$ cat src/logic/wheel_pkg.sv
// Shared constants and bus carrier types for the wheel step decoder.
package wheel_pkg;

   ////////////////////////////////////////////////////////////////////////
   localparam int unsigned DATA_W = 32;
   localparam int unsigned ADDR_W = 12;
   localparam int unsigned IDX_W = 10;
   localparam int unsigned REG_W = 8;
   localparam int unsigned PIN_COUNT = 8;
   localparam int unsigned SEL_W = 3;
   localparam int unsigned WIN_W = 3;
   localparam int unsigned PHASES = 2;

   // Register indexes; the byte address of each is four times its index.
   localparam logic [IDX_W-1:0] IDX_SYS_RESET = 10'h060;
   localparam logic [IDX_W-1:0] IDX_SNAPSHOT = 10'h0D0;
   localparam logic [IDX_W-1:0] IDX_FILTER_CFG = 10'h0D1;
   localparam logic [IDX_W-1:0] IDX_SEL_A = 10'h0D2;
   localparam logic [IDX_W-1:0] IDX_SEL_B = 10'h0D3;
   localparam logic [IDX_W-1:0] IDX_MODE = 10'h0D7;
   localparam logic [IDX_W-1:0] IDX_LOAD = 10'h0D8;

   // Field positions.
   localparam int unsigned WIN_LSB = 0;
   localparam int unsigned POLA_BIT = 4;
   localparam int unsigned SHUTTLE_BIT = 5;
   localparam int unsigned SEL_LSB = 0;
   localparam int unsigned MODE_BIT = 0;
   localparam int unsigned LOAD_BIT = 0;
   localparam int unsigned DEC_RST_BIT = 5;
   localparam int unsigned BYTE_LANE0 = 0;

   // Reset values.
   localparam logic [WIN_W-1:0] RST_WIN = 3'h0;
   localparam logic RST_POLA = 1'b0;
   localparam logic RST_SHUTTLE = 1'b0;
   localparam logic [SEL_W-1:0] RST_SEL_A = 3'h0;
   localparam logic [SEL_W-1:0] RST_SEL_B = 3'h1;
   localparam logic RST_MODE = 1'b1;
   localparam logic RST_LOAD = 1'b0;
   localparam logic RST_DEC_RST = 1'b0;
   localparam logic [REG_W-1:0] RST_SNAPSHOT = 8'h00;

   // Timing: the slow decoder tick stands for the 32 kHz clock.
   localparam int unsigned SLOW_CLK_PERIOD_NS = 31250;

   typedef struct packed {
      logic psel;
      logic penable;
      logic pwrite;
      logic [ADDR_W-1:0] paddr;
      logic [DATA_W-1:0] pwdata;
      logic [3:0] pstrb;
   } apb_req_t;

   typedef struct packed {
      logic pready;
      logic [DATA_W-1:0] prdata;
      logic pslverr;
   } apb_rsp_t;

endpackage

$ cat src/logic/phase_filter.sv
// Debounce filter that rebuilds a clean level from one synchronised phase input.
`timescale 1ns/100ps
module phase_filter (
   input wire logic core_clk,
   input wire logic arst_n,
   input wire logic ce,
   input wire logic tick,
   input wire logic [wheel_pkg::WIN_W-1:0] win,
   input wire logic raw,
   output logic clean
);
   import wheel_pkg::*;

   ////////////////////////////////////////////////////////////////////////
   localparam int unsigned CNT_W = 10;
   localparam int unsigned JITTER_MULT = 3;

   logic [CNT_W-1:0] hold_reg;
   logic [CNT_W-1:0] hold_next;
   logic [CNT_W-1:0] window;
   logic [WIN_W:0] shift_amt;
   logic clean_reg;
   logic differs;
   logic accept;

   // A new level must stand for three times 2^(win+1) slow ticks before it is taken.
   // The shift amount is one bit wider so that the largest field does not wrap.
   assign shift_amt = {1'b0, win} + (WIN_W + 1)'(1);
   assign window = (CNT_W'(1) << shift_amt) * CNT_W'(JITTER_MULT);
   assign differs = raw != clean_reg;
   assign hold_next = hold_reg + CNT_W'(1);
   assign accept = differs && tick && (hold_next == window);
   assign clean = clean_reg;

   ////////////////////////////////////////////////////////////////////////
   // A glitch that falls back before the window ends restarts the count.
   always_ff @(posedge core_clk or negedge arst_n) begin
      if (!arst_n) begin
         hold_reg <= '0;
         clean_reg <= 1'b0;
      end else if (ce) begin
         if (!differs || accept) begin
            hold_reg <= '0;
         end else if (tick) begin
            hold_reg <= hold_next;
         end
         if (accept) begin
            clean_reg <= raw;
         end
      end
   end

endmodule

$ cat src/logic/wheel_step_decoder.sv
// Quadrature wheel step decoder with APB register access and count snapshot.
//
// Implementation choice: the APB interface to the registers.
`timescale 1ns/100ps
module wheel_step_decoder #(
   parameter int unsigned CORE_PERIOD_NS = 100,
   parameter int unsigned COUNT_W = 8
) (
   input wire logic core_clk,
   input wire logic arst_n,
   input wire logic ce,
   input wire wheel_pkg::apb_req_t apb_req,
   output wheel_pkg::apb_rsp_t apb_rsp,
   input wire logic [wheel_pkg::PIN_COUNT-1:0] port_pins
);
   import wheel_pkg::*;

   ////////////////////////////////////////////////////////////////////////
   // The 32 kHz rate is made as a one-cycle tick from the core clock.
   localparam int unsigned TICK_DIV = SLOW_CLK_PERIOD_NS / CORE_PERIOD_NS;
   localparam int unsigned TICK_W = 16;

   generate
      if (TICK_DIV < 1 || TICK_DIV > 65535) begin : g_bad_period
         $error("CORE_PERIOD_NS does not give a usable slow tick divider.");
      end
      if (COUNT_W < 1 || COUNT_W > REG_W) begin : g_bad_width
         $error("COUNT_W must lie between 1 and the register width.");
      end
   endgenerate

   function automatic logic idx_hit(input logic [ADDR_W-1:0] addr,
                                    input logic [IDX_W-1:0] idx);
      idx_hit = (addr[ADDR_W-1:2] == idx) && (addr[1:0] == 2'b00);
   endfunction

   ////////////////////////////////////////////////////////////////////////
   // Configuration and status registers.
   logic [WIN_W-1:0] win_reg;
   logic pola_reg;
   logic shuttle_reg;
   logic [SEL_W-1:0] sel_a_reg;
   logic [SEL_W-1:0] sel_b_reg;
   logic mode_reg;
   logic load_reg;
   logic dec_rst_reg;
   logic [REG_W-1:0] step_count_snapshot_reg;
   logic [COUNT_W-1:0] step_count_value_reg;
   logic [COUNT_W-1:0] step_count_value_next;
   apb_rsp_t rsp_reg;

   // Pin synchronisers and slow tick.
   logic [PIN_COUNT-1:0] sync1_reg;
   logic [PIN_COUNT-1:0] sync2_reg;
   logic [PIN_COUNT-1:0] sync3_reg;
   logic [PIN_COUNT-1:0] pin_level_reg;
   logic [TICK_W-1:0] tick_cnt_reg;
   logic tick_reg;

   // Phase path.
   logic [PHASES-1:0] phase_raw;
   logic [PHASES-1:0] phase_clean;
   logic [PHASES-1:0] phase_prev_reg;
   logic [PHASES-1:0] phase_chg;
   logic [PHASES-1:0] phase_rise;
   logic last_rise_b_reg;
   logic phase_a;
   logic phase_b;
   logic same_level;
   logic lone_edge;
   logic dbl_up;
   logic dbl_dn;
   logic com_up;
   logic com_dn;
   logic shu_up;
   logic shu_dn;
   logic quad_up;
   logic quad_dn;
   logic step_up;
   logic step_dn;

   // Bus decode.
   logic setup_phase;
   logic access_done;
   logic wr_done;
   logic rd_done;
   logic hit_sys;
   logic hit_snap;
   logic hit_cfg;
   logic hit_sel_a;
   logic hit_sel_b;
   logic hit_mode;
   logic hit_load;
   logic mapped;
   logic wr_lane0;
   logic [REG_W-1:0] wbyte;
   logic [REG_W-1:0] rd_byte;
   logic [DATA_W-1:0] rd_word;

   ////////////////////////////////////////////////////////////////////////
   // Pins come from outside the clock domain: three flops, and a new level
   // counts only once the second and third flops agree.
   always_ff @(posedge core_clk or negedge arst_n) begin
      if (!arst_n) begin
         sync1_reg <= '0;
         sync2_reg <= '0;
         sync3_reg <= '0;
      end else if (ce) begin
         sync1_reg <= port_pins;
         sync2_reg <= sync1_reg;
         sync3_reg <= sync2_reg;
      end
   end

   genvar p;
   generate
      for (p = 0; p < PIN_COUNT; p++) begin : g_pin
         always_ff @(posedge core_clk or negedge arst_n) begin
            if (!arst_n) begin
               pin_level_reg[p] <= 1'b0;
            end else if (ce && (sync2_reg[p] == sync3_reg[p])) begin
               pin_level_reg[p] <= sync3_reg[p];
            end
         end
      end
   endgenerate

   ////////////////////////////////////////////////////////////////////////
   // Filter counts and clean levels step only on this tick and the step count one cycle after it, so the decoder
   // behaves the same as one clocked from the slow suspend clock.
   always_ff @(posedge core_clk or negedge arst_n) begin
      if (!arst_n) begin
         tick_cnt_reg <= '0;
         tick_reg <= 1'b0;
      end else if (ce) begin
         tick_reg <= (tick_cnt_reg == TICK_W'(TICK_DIV - 1));
         if (tick_cnt_reg == TICK_W'(TICK_DIV - 1)) begin
            tick_cnt_reg <= '0;
         end else begin
            tick_cnt_reg <= tick_cnt_reg + TICK_W'(1);
         end
      end
   end

   ////////////////////////////////////////////////////////////////////////
   // Pin choice and polarity: inside the filter the idle level is always 0.
   assign phase_raw[0] = pin_level_reg[sel_a_reg] ^ pola_reg;
   assign phase_raw[1] = pin_level_reg[sel_b_reg] ^ pola_reg;

   genvar ph;
   generate
      for (ph = 0; ph < PHASES; ph++) begin : g_phase
         phase_filter u_filter (
            .core_clk(core_clk),
            .arst_n(arst_n),
            .ce(ce),
            .tick(tick_reg),
            .win(win_reg),
            .raw(phase_raw[ph]),
            .clean(phase_clean[ph])
         );
      end
   endgenerate

   ////////////////////////////////////////////////////////////////////////
   // Step direction. Edges on both phases in one tick break the spacing the
   // encoder must keep and are ignored rather than guessed at.
   assign phase_chg = phase_clean ^ phase_prev_reg;
   assign phase_rise = phase_clean & ~phase_prev_reg;
   assign phase_a = phase_clean[0];
   assign phase_b = phase_clean[1];
   assign same_level = phase_a == phase_b;
   assign lone_edge = phase_chg[0] ^ phase_chg[1];
   assign dbl_up = (phase_chg[0] && !same_level) || (phase_chg[1] && same_level);
   assign dbl_dn = (phase_chg[0] && same_level) || (phase_chg[1] && !same_level);
   assign com_up = phase_chg[1] && same_level;
   assign com_dn = phase_chg[0] && same_level;
   assign quad_up = lone_edge && (mode_reg ? dbl_up : com_up);
   assign quad_dn = lone_edge && (mode_reg ? dbl_dn : com_dn);
   // Shuttle: a pulse on b after one on a is a step up, the reverse is down.
   assign shu_up = phase_rise[1] && !phase_rise[0] && !last_rise_b_reg;
   assign shu_dn = phase_rise[0] && !phase_rise[1] && last_rise_b_reg;
   assign step_up = shuttle_reg ? shu_up : quad_up;
   assign step_dn = shuttle_reg ? shu_dn : quad_dn;

   always_comb begin
      step_count_value_next = step_count_value_reg;
      if (dec_rst_reg) begin
         step_count_value_next = '0;
      end else if (step_up) begin
         step_count_value_next = step_count_value_reg + COUNT_W'(1);
      end else if (step_dn) begin
         step_count_value_next = step_count_value_reg - COUNT_W'(1);
      end
   end

   // The live count sits only here and never reaches the read mux.
   always_ff @(posedge core_clk or negedge arst_n) begin
      if (!arst_n) begin
         phase_prev_reg <= '0;
         last_rise_b_reg <= 1'b1;
         step_count_value_reg <= '0;
      end else if (ce) begin
         phase_prev_reg <= phase_clean;
         step_count_value_reg <= step_count_value_next;
         if (phase_rise[0] != phase_rise[1]) begin
            last_rise_b_reg <= phase_rise[1];
         end
      end
   end

   ////////////////////////////////////////////////////////////////////////
   // APB slave: the answer is registered at the setup edge, so the access
   // phase completes in its first cycle.
   assign setup_phase = apb_req.psel && !apb_req.penable;
   assign access_done = apb_req.psel && apb_req.penable && rsp_reg.pready;
   assign hit_sys = idx_hit(apb_req.paddr, IDX_SYS_RESET);
   assign hit_snap = idx_hit(apb_req.paddr, IDX_SNAPSHOT);
   assign hit_cfg = idx_hit(apb_req.paddr, IDX_FILTER_CFG);
   assign hit_sel_a = idx_hit(apb_req.paddr, IDX_SEL_A);
   assign hit_sel_b = idx_hit(apb_req.paddr, IDX_SEL_B);
   assign hit_mode = idx_hit(apb_req.paddr, IDX_MODE);
   assign hit_load = idx_hit(apb_req.paddr, IDX_LOAD);
   assign mapped = hit_sys || hit_snap || hit_cfg || hit_sel_a || hit_sel_b
      || hit_mode || hit_load;
   assign wr_done = access_done && apb_req.pwrite && mapped;
   assign rd_done = access_done && !apb_req.pwrite && mapped;
   assign wr_lane0 = wr_done && apb_req.pstrb[BYTE_LANE0];
   assign wbyte = apb_req.pwdata[REG_W-1:0];

   always_comb begin
      rd_byte = '0;
      if (hit_snap) begin
         rd_byte = step_count_snapshot_reg;
      end else if (hit_cfg) begin
         rd_byte[WIN_LSB +: WIN_W] = win_reg;
         rd_byte[POLA_BIT] = pola_reg;
         rd_byte[SHUTTLE_BIT] = shuttle_reg;
      end else if (hit_sel_a) begin
         rd_byte[SEL_LSB +: SEL_W] = sel_a_reg;
      end else if (hit_sel_b) begin
         rd_byte[SEL_LSB +: SEL_W] = sel_b_reg;
      end else if (hit_mode) begin
         rd_byte[MODE_BIT] = mode_reg;
      end else if (hit_load) begin
         rd_byte[LOAD_BIT] = load_reg;
      end else if (hit_sys) begin
         rd_byte[DEC_RST_BIT] = dec_rst_reg;
      end
   end

   assign rd_word = {{(DATA_W - REG_W){1'b0}}, rd_byte};
   assign apb_rsp = rsp_reg;

   always_ff @(posedge core_clk or negedge arst_n) begin
      if (!arst_n) begin
         rsp_reg <= '0;
      end else if (ce) begin
         if (setup_phase) begin
            rsp_reg.pready <= 1'b1;
            rsp_reg.prdata <= apb_req.pwrite ? '0 : rd_word;
            rsp_reg.pslverr <= !mapped;
         end else if (access_done) begin
            rsp_reg <= '0;
         end
      end
   end

   ////////////////////////////////////////////////////////////////////////
   always_ff @(posedge core_clk or negedge arst_n) begin
      if (!arst_n) begin
         win_reg <= RST_WIN;
         pola_reg <= RST_POLA;
         shuttle_reg <= RST_SHUTTLE;
         sel_a_reg <= RST_SEL_A;
         sel_b_reg <= RST_SEL_B;
         mode_reg <= RST_MODE;
         dec_rst_reg <= RST_DEC_RST;
      end else if (ce && wr_lane0) begin
         if (hit_cfg) begin
            win_reg <= wbyte[WIN_LSB +: WIN_W];
            pola_reg <= wbyte[POLA_BIT];
            shuttle_reg <= wbyte[SHUTTLE_BIT];
         end
         if (hit_sel_a) begin
            sel_a_reg <= wbyte[SEL_LSB +: SEL_W];
         end
         if (hit_sel_b) begin
            sel_b_reg <= wbyte[SEL_LSB +: SEL_W];
         end
         if (hit_mode) begin
            mode_reg <= wbyte[MODE_BIT];
         end
         if (hit_sys) begin
            dec_rst_reg <= wbyte[DEC_RST_BIT];
         end
      end
   end

   ////////////////////////////////////////////////////////////////////////
   // Load and read-clear. A new load request wins over the completion of an
   // earlier one, and a copy wins over a read-clear in the same cycle, so
   // neither event is lost. Writing zero to the load bit cannot cancel it.
   always_ff @(posedge core_clk or negedge arst_n) begin
      if (!arst_n) begin
         load_reg <= RST_LOAD;
         step_count_snapshot_reg <= RST_SNAPSHOT;
      end else if (ce) begin
         if (wr_lane0 && hit_load && wbyte[LOAD_BIT]) begin
            load_reg <= 1'b1;
         end else if (load_reg) begin
            load_reg <= 1'b0;
         end
         if (load_reg) begin
            step_count_snapshot_reg <= REG_W'(step_count_value_reg);
         end else if (rd_done && hit_snap) begin
            step_count_snapshot_reg <= '0;
         end
      end
   end

endmodule

$ cat config.mk
export PLATFORM = sky130hd
export DESIGN_NAME = wheel_step_decoder
export DESIGN_NICKNAME = d
export VERILOG_FILES = /design/src/logic/wheel_pkg.sv /design/src/logic/phase_filter.sv /design/src/logic/wheel_step_decoder.sv
export SDC_FILE = /design/constraint.sdc
export NUM_CORES = 1
export LEC_CHECK = 0
export ABC_AREA = 1
export BUFFER_PORTS_ARGS = -buffer_cell sky130_fd_sc_hd__clkbuf_2
export CAP_MARGIN = 30
export CELL_PAD_IN_SITES_DETAIL_PLACEMENT = 0
export CELL_PAD_IN_SITES_GLOBAL_PLACEMENT = 1
export CORE_MARGIN = 8
export CORE_UTILIZATION = 42
export CTS_CLUSTER_DIAMETER = 50
export DETAILED_ROUTE_END_ITERATION = 10
export PLACE_DENSITY_LB_ADDON = 0.1
export SKIP_LAST_GASP = 1
export SYNTH_ARGS = -nofsm -noshare
export SYNTH_HDL_FRONTEND = slang
export SYNTH_SLANG_ARGS = --single-unit
$ cat constraint.sdc
create_clock -name core_clk -period 2.86 [get_ports core_clk]
set_input_delay 0.572 -clock core_clk [delete_from_list [all_inputs] [get_ports core_clk]]
set_output_delay 0.572 -clock core_clk [all_outputs]
set_load 0.05 [all_outputs]
# After elaboration in Yosys (flattened, before gate mapping)
# Index checks and enable logic that the tools add are counted.
# totals
inputBits	62
regBits	138
wordCells	188
output_inout_bits	34
# classes
n_mul	1
n_lt_le_gt_ge	2
reduce_logical	79
eq_ne	22
n_addsub	6
n_shift	1
bitwise_logic	6
n_mux	39
# op_table
cell	n
34-bit two-way mux	2
10-bit by 8-bit equality test with 1-bit output (second input constant)	6
8-bit two-way mux	6
1-bit logical AND	41
10-bit two-way mux	4
2-bit AND reduction	13
10-bit by 1-bit adder with 10-bit output (second input constant)	2
10-bit equality test	2
1-bit two-way mux	18
16-bit by 1-bit adder with 16-bit output (second input constant)	1
16-bit by 9-bit equality test with 1-bit output (second input constant)	1
16-bit two-way mux	1
10-bit by 7-bit equality test with 1-bit output (second input constant)	1
1-bit logical OR	10
10-bit by 2-bit multiplier with 10-bit output (second input constant)	1
1-bit by 4-bit left shift with 10-bit output (first input constant)	1
1-bit equality test	9
1-bit zero test	9
3-bit two-way mux	3
8-bit by 1-bit adder with 8-bit output (second input constant)	1
3-bit by 4-bit < comparator with 1-bit output (second input constant)	2
2-bit nonzero test	4
8-bit by 1-bit subtractor with 8-bit output (second input constant)	1
1-bit binary-select mux with 3-bit select	2
9 further kinds	15

# Logic depth before layout (Yosys ltp)
# depth
depth_word	13
mapped_depth	21
ltp_nobuf	21

# Cells and area by module
# Synthesis repeated with hierarchy kept, for this count alone.
# unflattened
cells_unflattened	1193
hier_area_um2	8142.8
# by_module_without_submodules
module	cells_per_inst	area_each_um2	seq_area_each_um2	n_inst
wheel_step_decoder	661	5137.4	2306.0	1
phase_filter	266	1502.7	275.3	2

# Least setup slack after synthesis
# OpenSTA, ideal clock, no wires.
# synth_timing
kind	reg2reg
from	register win_reg[1]
to	register g_phase[1].u_filter.hold_reg[0]
n_path_buf	0
setup_ns	0.118
required_ns	2.742
t_arrival_ns	2.358
setup_slack_ns	0.384
stages_incl_launch_ff	18
synth_period_minus_slack_ns	2.476
cell_sequence	dfrtp_1 nor2_2 inv_1 nor2_1 inv_1 fa_1 inv_1 nand3_1 nand2_2 nand2_1 nand2_1 nand2_1 nand3b_1 nand2_1 nor3_4 nand2_4 nand3_1 nand2_1
# synth_between
elab_chain_len	8
word_cells_on_any_way	9
classes_between	1 x add/sub; 1 x mul; 1 x eq/ne; 1 x shift; 1 x mux; 4 x reduce/logical
# synth_lines
element	line_no	text
start: declaration	wheel_step_decoder.sv:39	logic [WIN_W-1:0] win_reg;
start signal: assignment	wheel_step_decoder.sv:281	win_reg <= wbyte[WIN_LSB +: WIN_W];
3-bit by 1-bit adder with 4-bit output (*)	phase_filter.sv:28	assign shift_amt = {1'b0, win} + (WIN_W + 1)'(1);
1-bit by 4-bit left shift with 10-bit output (*)	phase_filter.sv:29	assign window = (CNT_W'(1) << shift_amt) * CNT_W'(JITTER_MULT);
10-bit by 2-bit multiplier with 10-bit output (*)	phase_filter.sv:29	
10-bit equality test (*)	phase_filter.sv:32	assign accept = differs && tick && (hold_next == window);
1-bit logical AND (*)	phase_filter.sv:32	
1-bit logical OR (*)	phase_filter.sv:42	if (!differs || accept) begin
2-bit nonzero test (no source line)	--	
2-bit AND reduction (no source line)	--	
end signal: assignment	phase_filter.sv:45	hold_reg <= hold_next;
end: declaration	phase_filter.sv:18	logic [CNT_W-1:0] hold_reg;
# Mark *: on every way between the ends. The rest lies on a longest branch, timed or not.
# A chain may end at the register's enable or synchronous reset.

# Worst setup path in the final report
# layout_timing
from	register win_reg[0]
to	register g_phase[1].u_filter.hold_reg[1]
# The elaborated chain is that of the path after synthesis.

==> impl_metrics.env <==
export IMPL_timing_max_transition_violations_final=0
export IMPL_worst_r2r_startpoint="win_reg[0]$_DFFE_PN0P_"
export IMPL_critical_path_slowest_cell="fa_2"
export IMPL_setup_worst_path_start_class="flip-flop"
export IMPL_grt_setup_unrepaired="yes"
export IMPL_setup_violations_final=0
export IMPL_synthDominantAreaCellType="dfrtp_1"
export IMPL_ys_seq_area_share_pct=40.02
export IMPL_dp_worst_setup_slack_ns=0.06738
export IMPL_clock_transition_at_path_regs_ns=0.06
export IMPL_maxClockFrequency_mhz=378.4
export IMPL_critPathRequiredTime_ns=3.16
export IMPL_cp_common_cell="nand2_1"
export IMPL_first_global_vias=6036
export IMPL_htree_levels=4
export IMPL_final_setup_tns_ns=0
export IMPL_core_area_mm2=0.01658
export IMPL_worst_ep_arrival_time_ns=2.94
export IMPL_synth_warning_count=0
export IMPL_worstSkewPairLatency_ns=0.41
export IMPL_gp_routability_congestion=0.8372
export IMPL_dpl_hpwl_um=12430
export IMPL_clock_skew_ns=0.008057
export IMPL_die_h_um=146.4
export IMPL_crit_path_end_kind="flip-flop"
export IMPL_core_rowCount=47
export IMPL_cts_tree="done"
export IMPL_postSynthCellCount=989
export IMPL_rr_endpoint="g_phase[1].u_filter.hold_reg[1]$_DFFE_PN0P_"
export IMPL_die_x_um=146.4
export IMPL_crit_chain="nor2_2 -> inv_2 -> nor2_4 -> inv_1 -> fa_2 -> inv_2 -> nand2_1 -> nand2_1 -> nor2_2 -> nand3_2 -> nor2_4 -> nand3_2 -> nor3_4 -> buf_12 -> nand2_2 -> nand3_1 -> nand2_1"
export IMPL_place_port_buffers=41
export IMPL_power_ir_vdd_worst_mv=0.4155
export IMPL_slowest_delay_ns=0.56
export IMPL_grt_util_met2_pct=25.79
export IMPL_grt_max_degree=50
export IMPL_finish_utilization_pct=50.63
export IMPL_synth_main_ff_cell="dfrtp_1"
export IMPL_synth_area_per_cell_um2=7.216
export IMPL_initial_antenna_violation_count=0
export IMPL_largest_register_ff_count=20
export IMPL_hold_class="in -> async"
export IMPL_netlist_area_mm2=0.007137
export IMPL_initial_utilization_pct=43.04
export IMPL_synth_top_cell_area_share_pct=38.92
export IMPL_tritoncts_num_sinks=114
export IMPL_dr_pass1_iters=4
export IMPL_total_leakage_power_nw=4.363
export IMPL_synth_async_sr_flop_share_pct=100.0
export IMPL_worst_r2r_cell_count=17
export IMPL_ff2ff_setup_slack_ns=0.22
export IMPL_worstPathMaxFanout=5
export IMPL_status="finished clean"
export IMPL_max_cap_violations=0
export IMPL_detail_route_iter0_violations=350
export IMPL_power_density_mw_per_mm2=568.5
export IMPL_area_delta_synth_final_pct=17.65
export IMPL_synth_top_cells_by_area="dfrtp_1 (39%), nand2_1 (16%), inv_1 (7.5%), nand3_1 (6.9%), o21ai_0 (4.1%)"
export IMPL_time_the_final_worst_path_needs_with_i_o_delays_and_setup_ns=2.643
export IMPL_first_pass_grt_wire_length_um=28860
export IMPL_fillCellCount=1739
export IMPL_timing_final_crit_share_pct=92.41
export IMPL_antenna_violating_nets_post_route=0
export IMPL_detail_route_drc_violations=0
export IMPL_drt_wirelength_per_cell_um=13.03
export IMPL_design_die_area_mm2=0.02142
export IMPL_synth_distinct_cells=44
export IMPL_vias_per_cell=4.738
export IMPL_grt_remaining_overflow=0
export IMPL_synth_enable_flop_cells=0
export IMPL_met3_usage_pct=4.419
export IMPL_totalWireLength_um=16810
export IMPL_criticalPathCategory="reg -> reg"
export IMPL_clock_path_buffers=2
export IMPL_grtUsageMet1_pct=21.53
export IMPL_fraction_of_final_layout_cells_sized_beyond_drive_strength_1_pct=15.33
export IMPL_floorplan_io_pins=96
export IMPL_clock_root_buffer="clkbuf_16"
export IMPL_setup_slack_ns=0.2171
export IMPL_grtUsageTotal_pct=16.29
export IMPL_globalRoute_busiestLayer="met2"
export IMPL_vias=6112
export IMPL_synth_seq_cells=114
export IMPL_nNetsFinal=1141
export IMPL_n_antenna_cell=0
export IMPL_cts_buffers_inserted=17
export IMPL_finalHoldViolCount=0
kinds of logic after synthesis:
kind of cell    count (synthesis)  synth area share [%]
compound gates                115                 9.432
xor+xnor                       17                 2.086
other cells                     1               0.05254
simple gates                  534                 33.15
fa+ha+maj                      22                 4.067
buf+inv                       186                 11.18
flops                         114                 40.02
where the power goes:
group	switching, mW	total, mW	internal, mW
registers	0.106	1.85	1.74
logic	0.413	0.588	0.175
clock network	0.821	2.34	1.52
total	1.34	4.77	3.43
per-stage QoR:
step,cell area [µm²],hold WS [ns],std cells,total power [mW]
2_1_floorplan,7227,0.2764,1013,2.304
4_1_cts,8265,0.08194,1284,4.827
6_report,8397,0.08005,1290,4.774
5_1_grt,8397,0.09409,1290,5.017
3_3_place_gp,7616,0.4533,1252,2.457
3_5_place_dp,7616,0.4584,1252,2.464
cells in the mapped netlist (10+ instances only):
| master | count |
|---|---|
| o21ai_2 | 10 |
| nand2_1 | 305 |
| nand4_1 | 21 |
| nand3_1 | 98 |
| nor2_1 | 67 |
| inv_1 | 143 |
| a21oi_1 | 17 |
| o22ai_1 | 13 |
| ha_1 | 20 |
| o21ai_0 | 58 |
| dfrtp_1 | 111 |
| buf_4 | 24 |
| xor2_1 | 13 |
cells in the final DEF, fill, tap and decap left out, types with 3 or more instances in the layout:
cell         n
clkbuf_2    40
nor4_1       4
nand3_1     95
nor2_2       9
o31ai_1      3
nor2_1      60
ha_1        18
inv_2        6
a21oi_1     16
conb_1      25
nand3_2      5
buf_12       3
xnor2_1      4
xor2_1      13
inv_6        4
o21ai_0     57
buf_4       20
inv_1      140
nor2_4       6
nand2_4      3
nor3_2       3
dfstp_2      3
o211ai_1     5
o22ai_1     13
nand2_1    301
o21ai_2     10
nand4_1     21
clkbuf_16   17
nand3b_1     3
dfrtp_1    110
bufinv_16    4
clkinv_4     3
nor3_1       5
nand2_2     14
area by class of cell:
cell class                 count  area [µm²]  share of cell area [%]
timing repair buffer          63       410.4                   4.888
sequential                   114        2858                   34.03
inverter                     147       551.8                   6.571
clock buffer                  19       452.9                   5.394
clock inverter                13       196.4                   2.339
tap                          220       275.3                   3.278
multi-input combinational    714        3652                   43.50
worst max-delay path by stage:
stage                     cells after the start  slack (ns)                                   from                                     endpoint
after detailed placement                     16        0.07                 win_reg[1]$_DFFE_PN0P_  g_phase[1].u_filter.hold_reg[7]$_DFFE_PN0P_
after CTS                                    16        0.06                 win_reg[1]$_DFFE_PN0P_  g_phase[1].u_filter.hold_reg[7]$_DFFE_PN0P_
after global routing                         14       -0.02  g_phase[1].u_filter.clean$_DFFE_PN0P_          step_count_value_reg[5]$_DFFE_PN0P_
after floorplan                              17        0.38                 win_reg[1]$_DFFE_PN0P_  g_phase[1].u_filter.hold_reg[0]$_DFFE_PN0P_
after global placement                       16         0.1                 win_reg[1]$_DFFE_PN0P_  g_phase[1].u_filter.hold_reg[7]$_DFFE_PN0P_
final                                        17        0.22                 win_reg[0]$_DFFE_PN0P_  g_phase[1].u_filter.hold_reg[1]$_DFFE_PN0P_
worst max-delay path: cells and delay by family (launching register included):
family	cells	cell delay, ns
buffers and inverters	4	0.30
AND/OR/NAND/NOR	12	1.25
adder cells (fa/ha/maj)	1	0.56
flip-flops	1	0.41
timing repair:
action / in CTS / in global routing
hold buffers: 0 / 0
setup endpoints to repair: 0 / 25
buffers inserted: 0 / 5
gates resized for setup: 0 / 27
metal layers:
| layer | up-vias | wire length, µm |
|---|---|---|
| li1 | 3270 | - |
| met1 | 2737 | 8550 |
| met2 | 94 | 7486 |
| met3 | 11 | 638 |
| met4 | 0 | 136 |
| met5 | - | 0 |
Note: power is estimated with default switching activity, not from simulation.
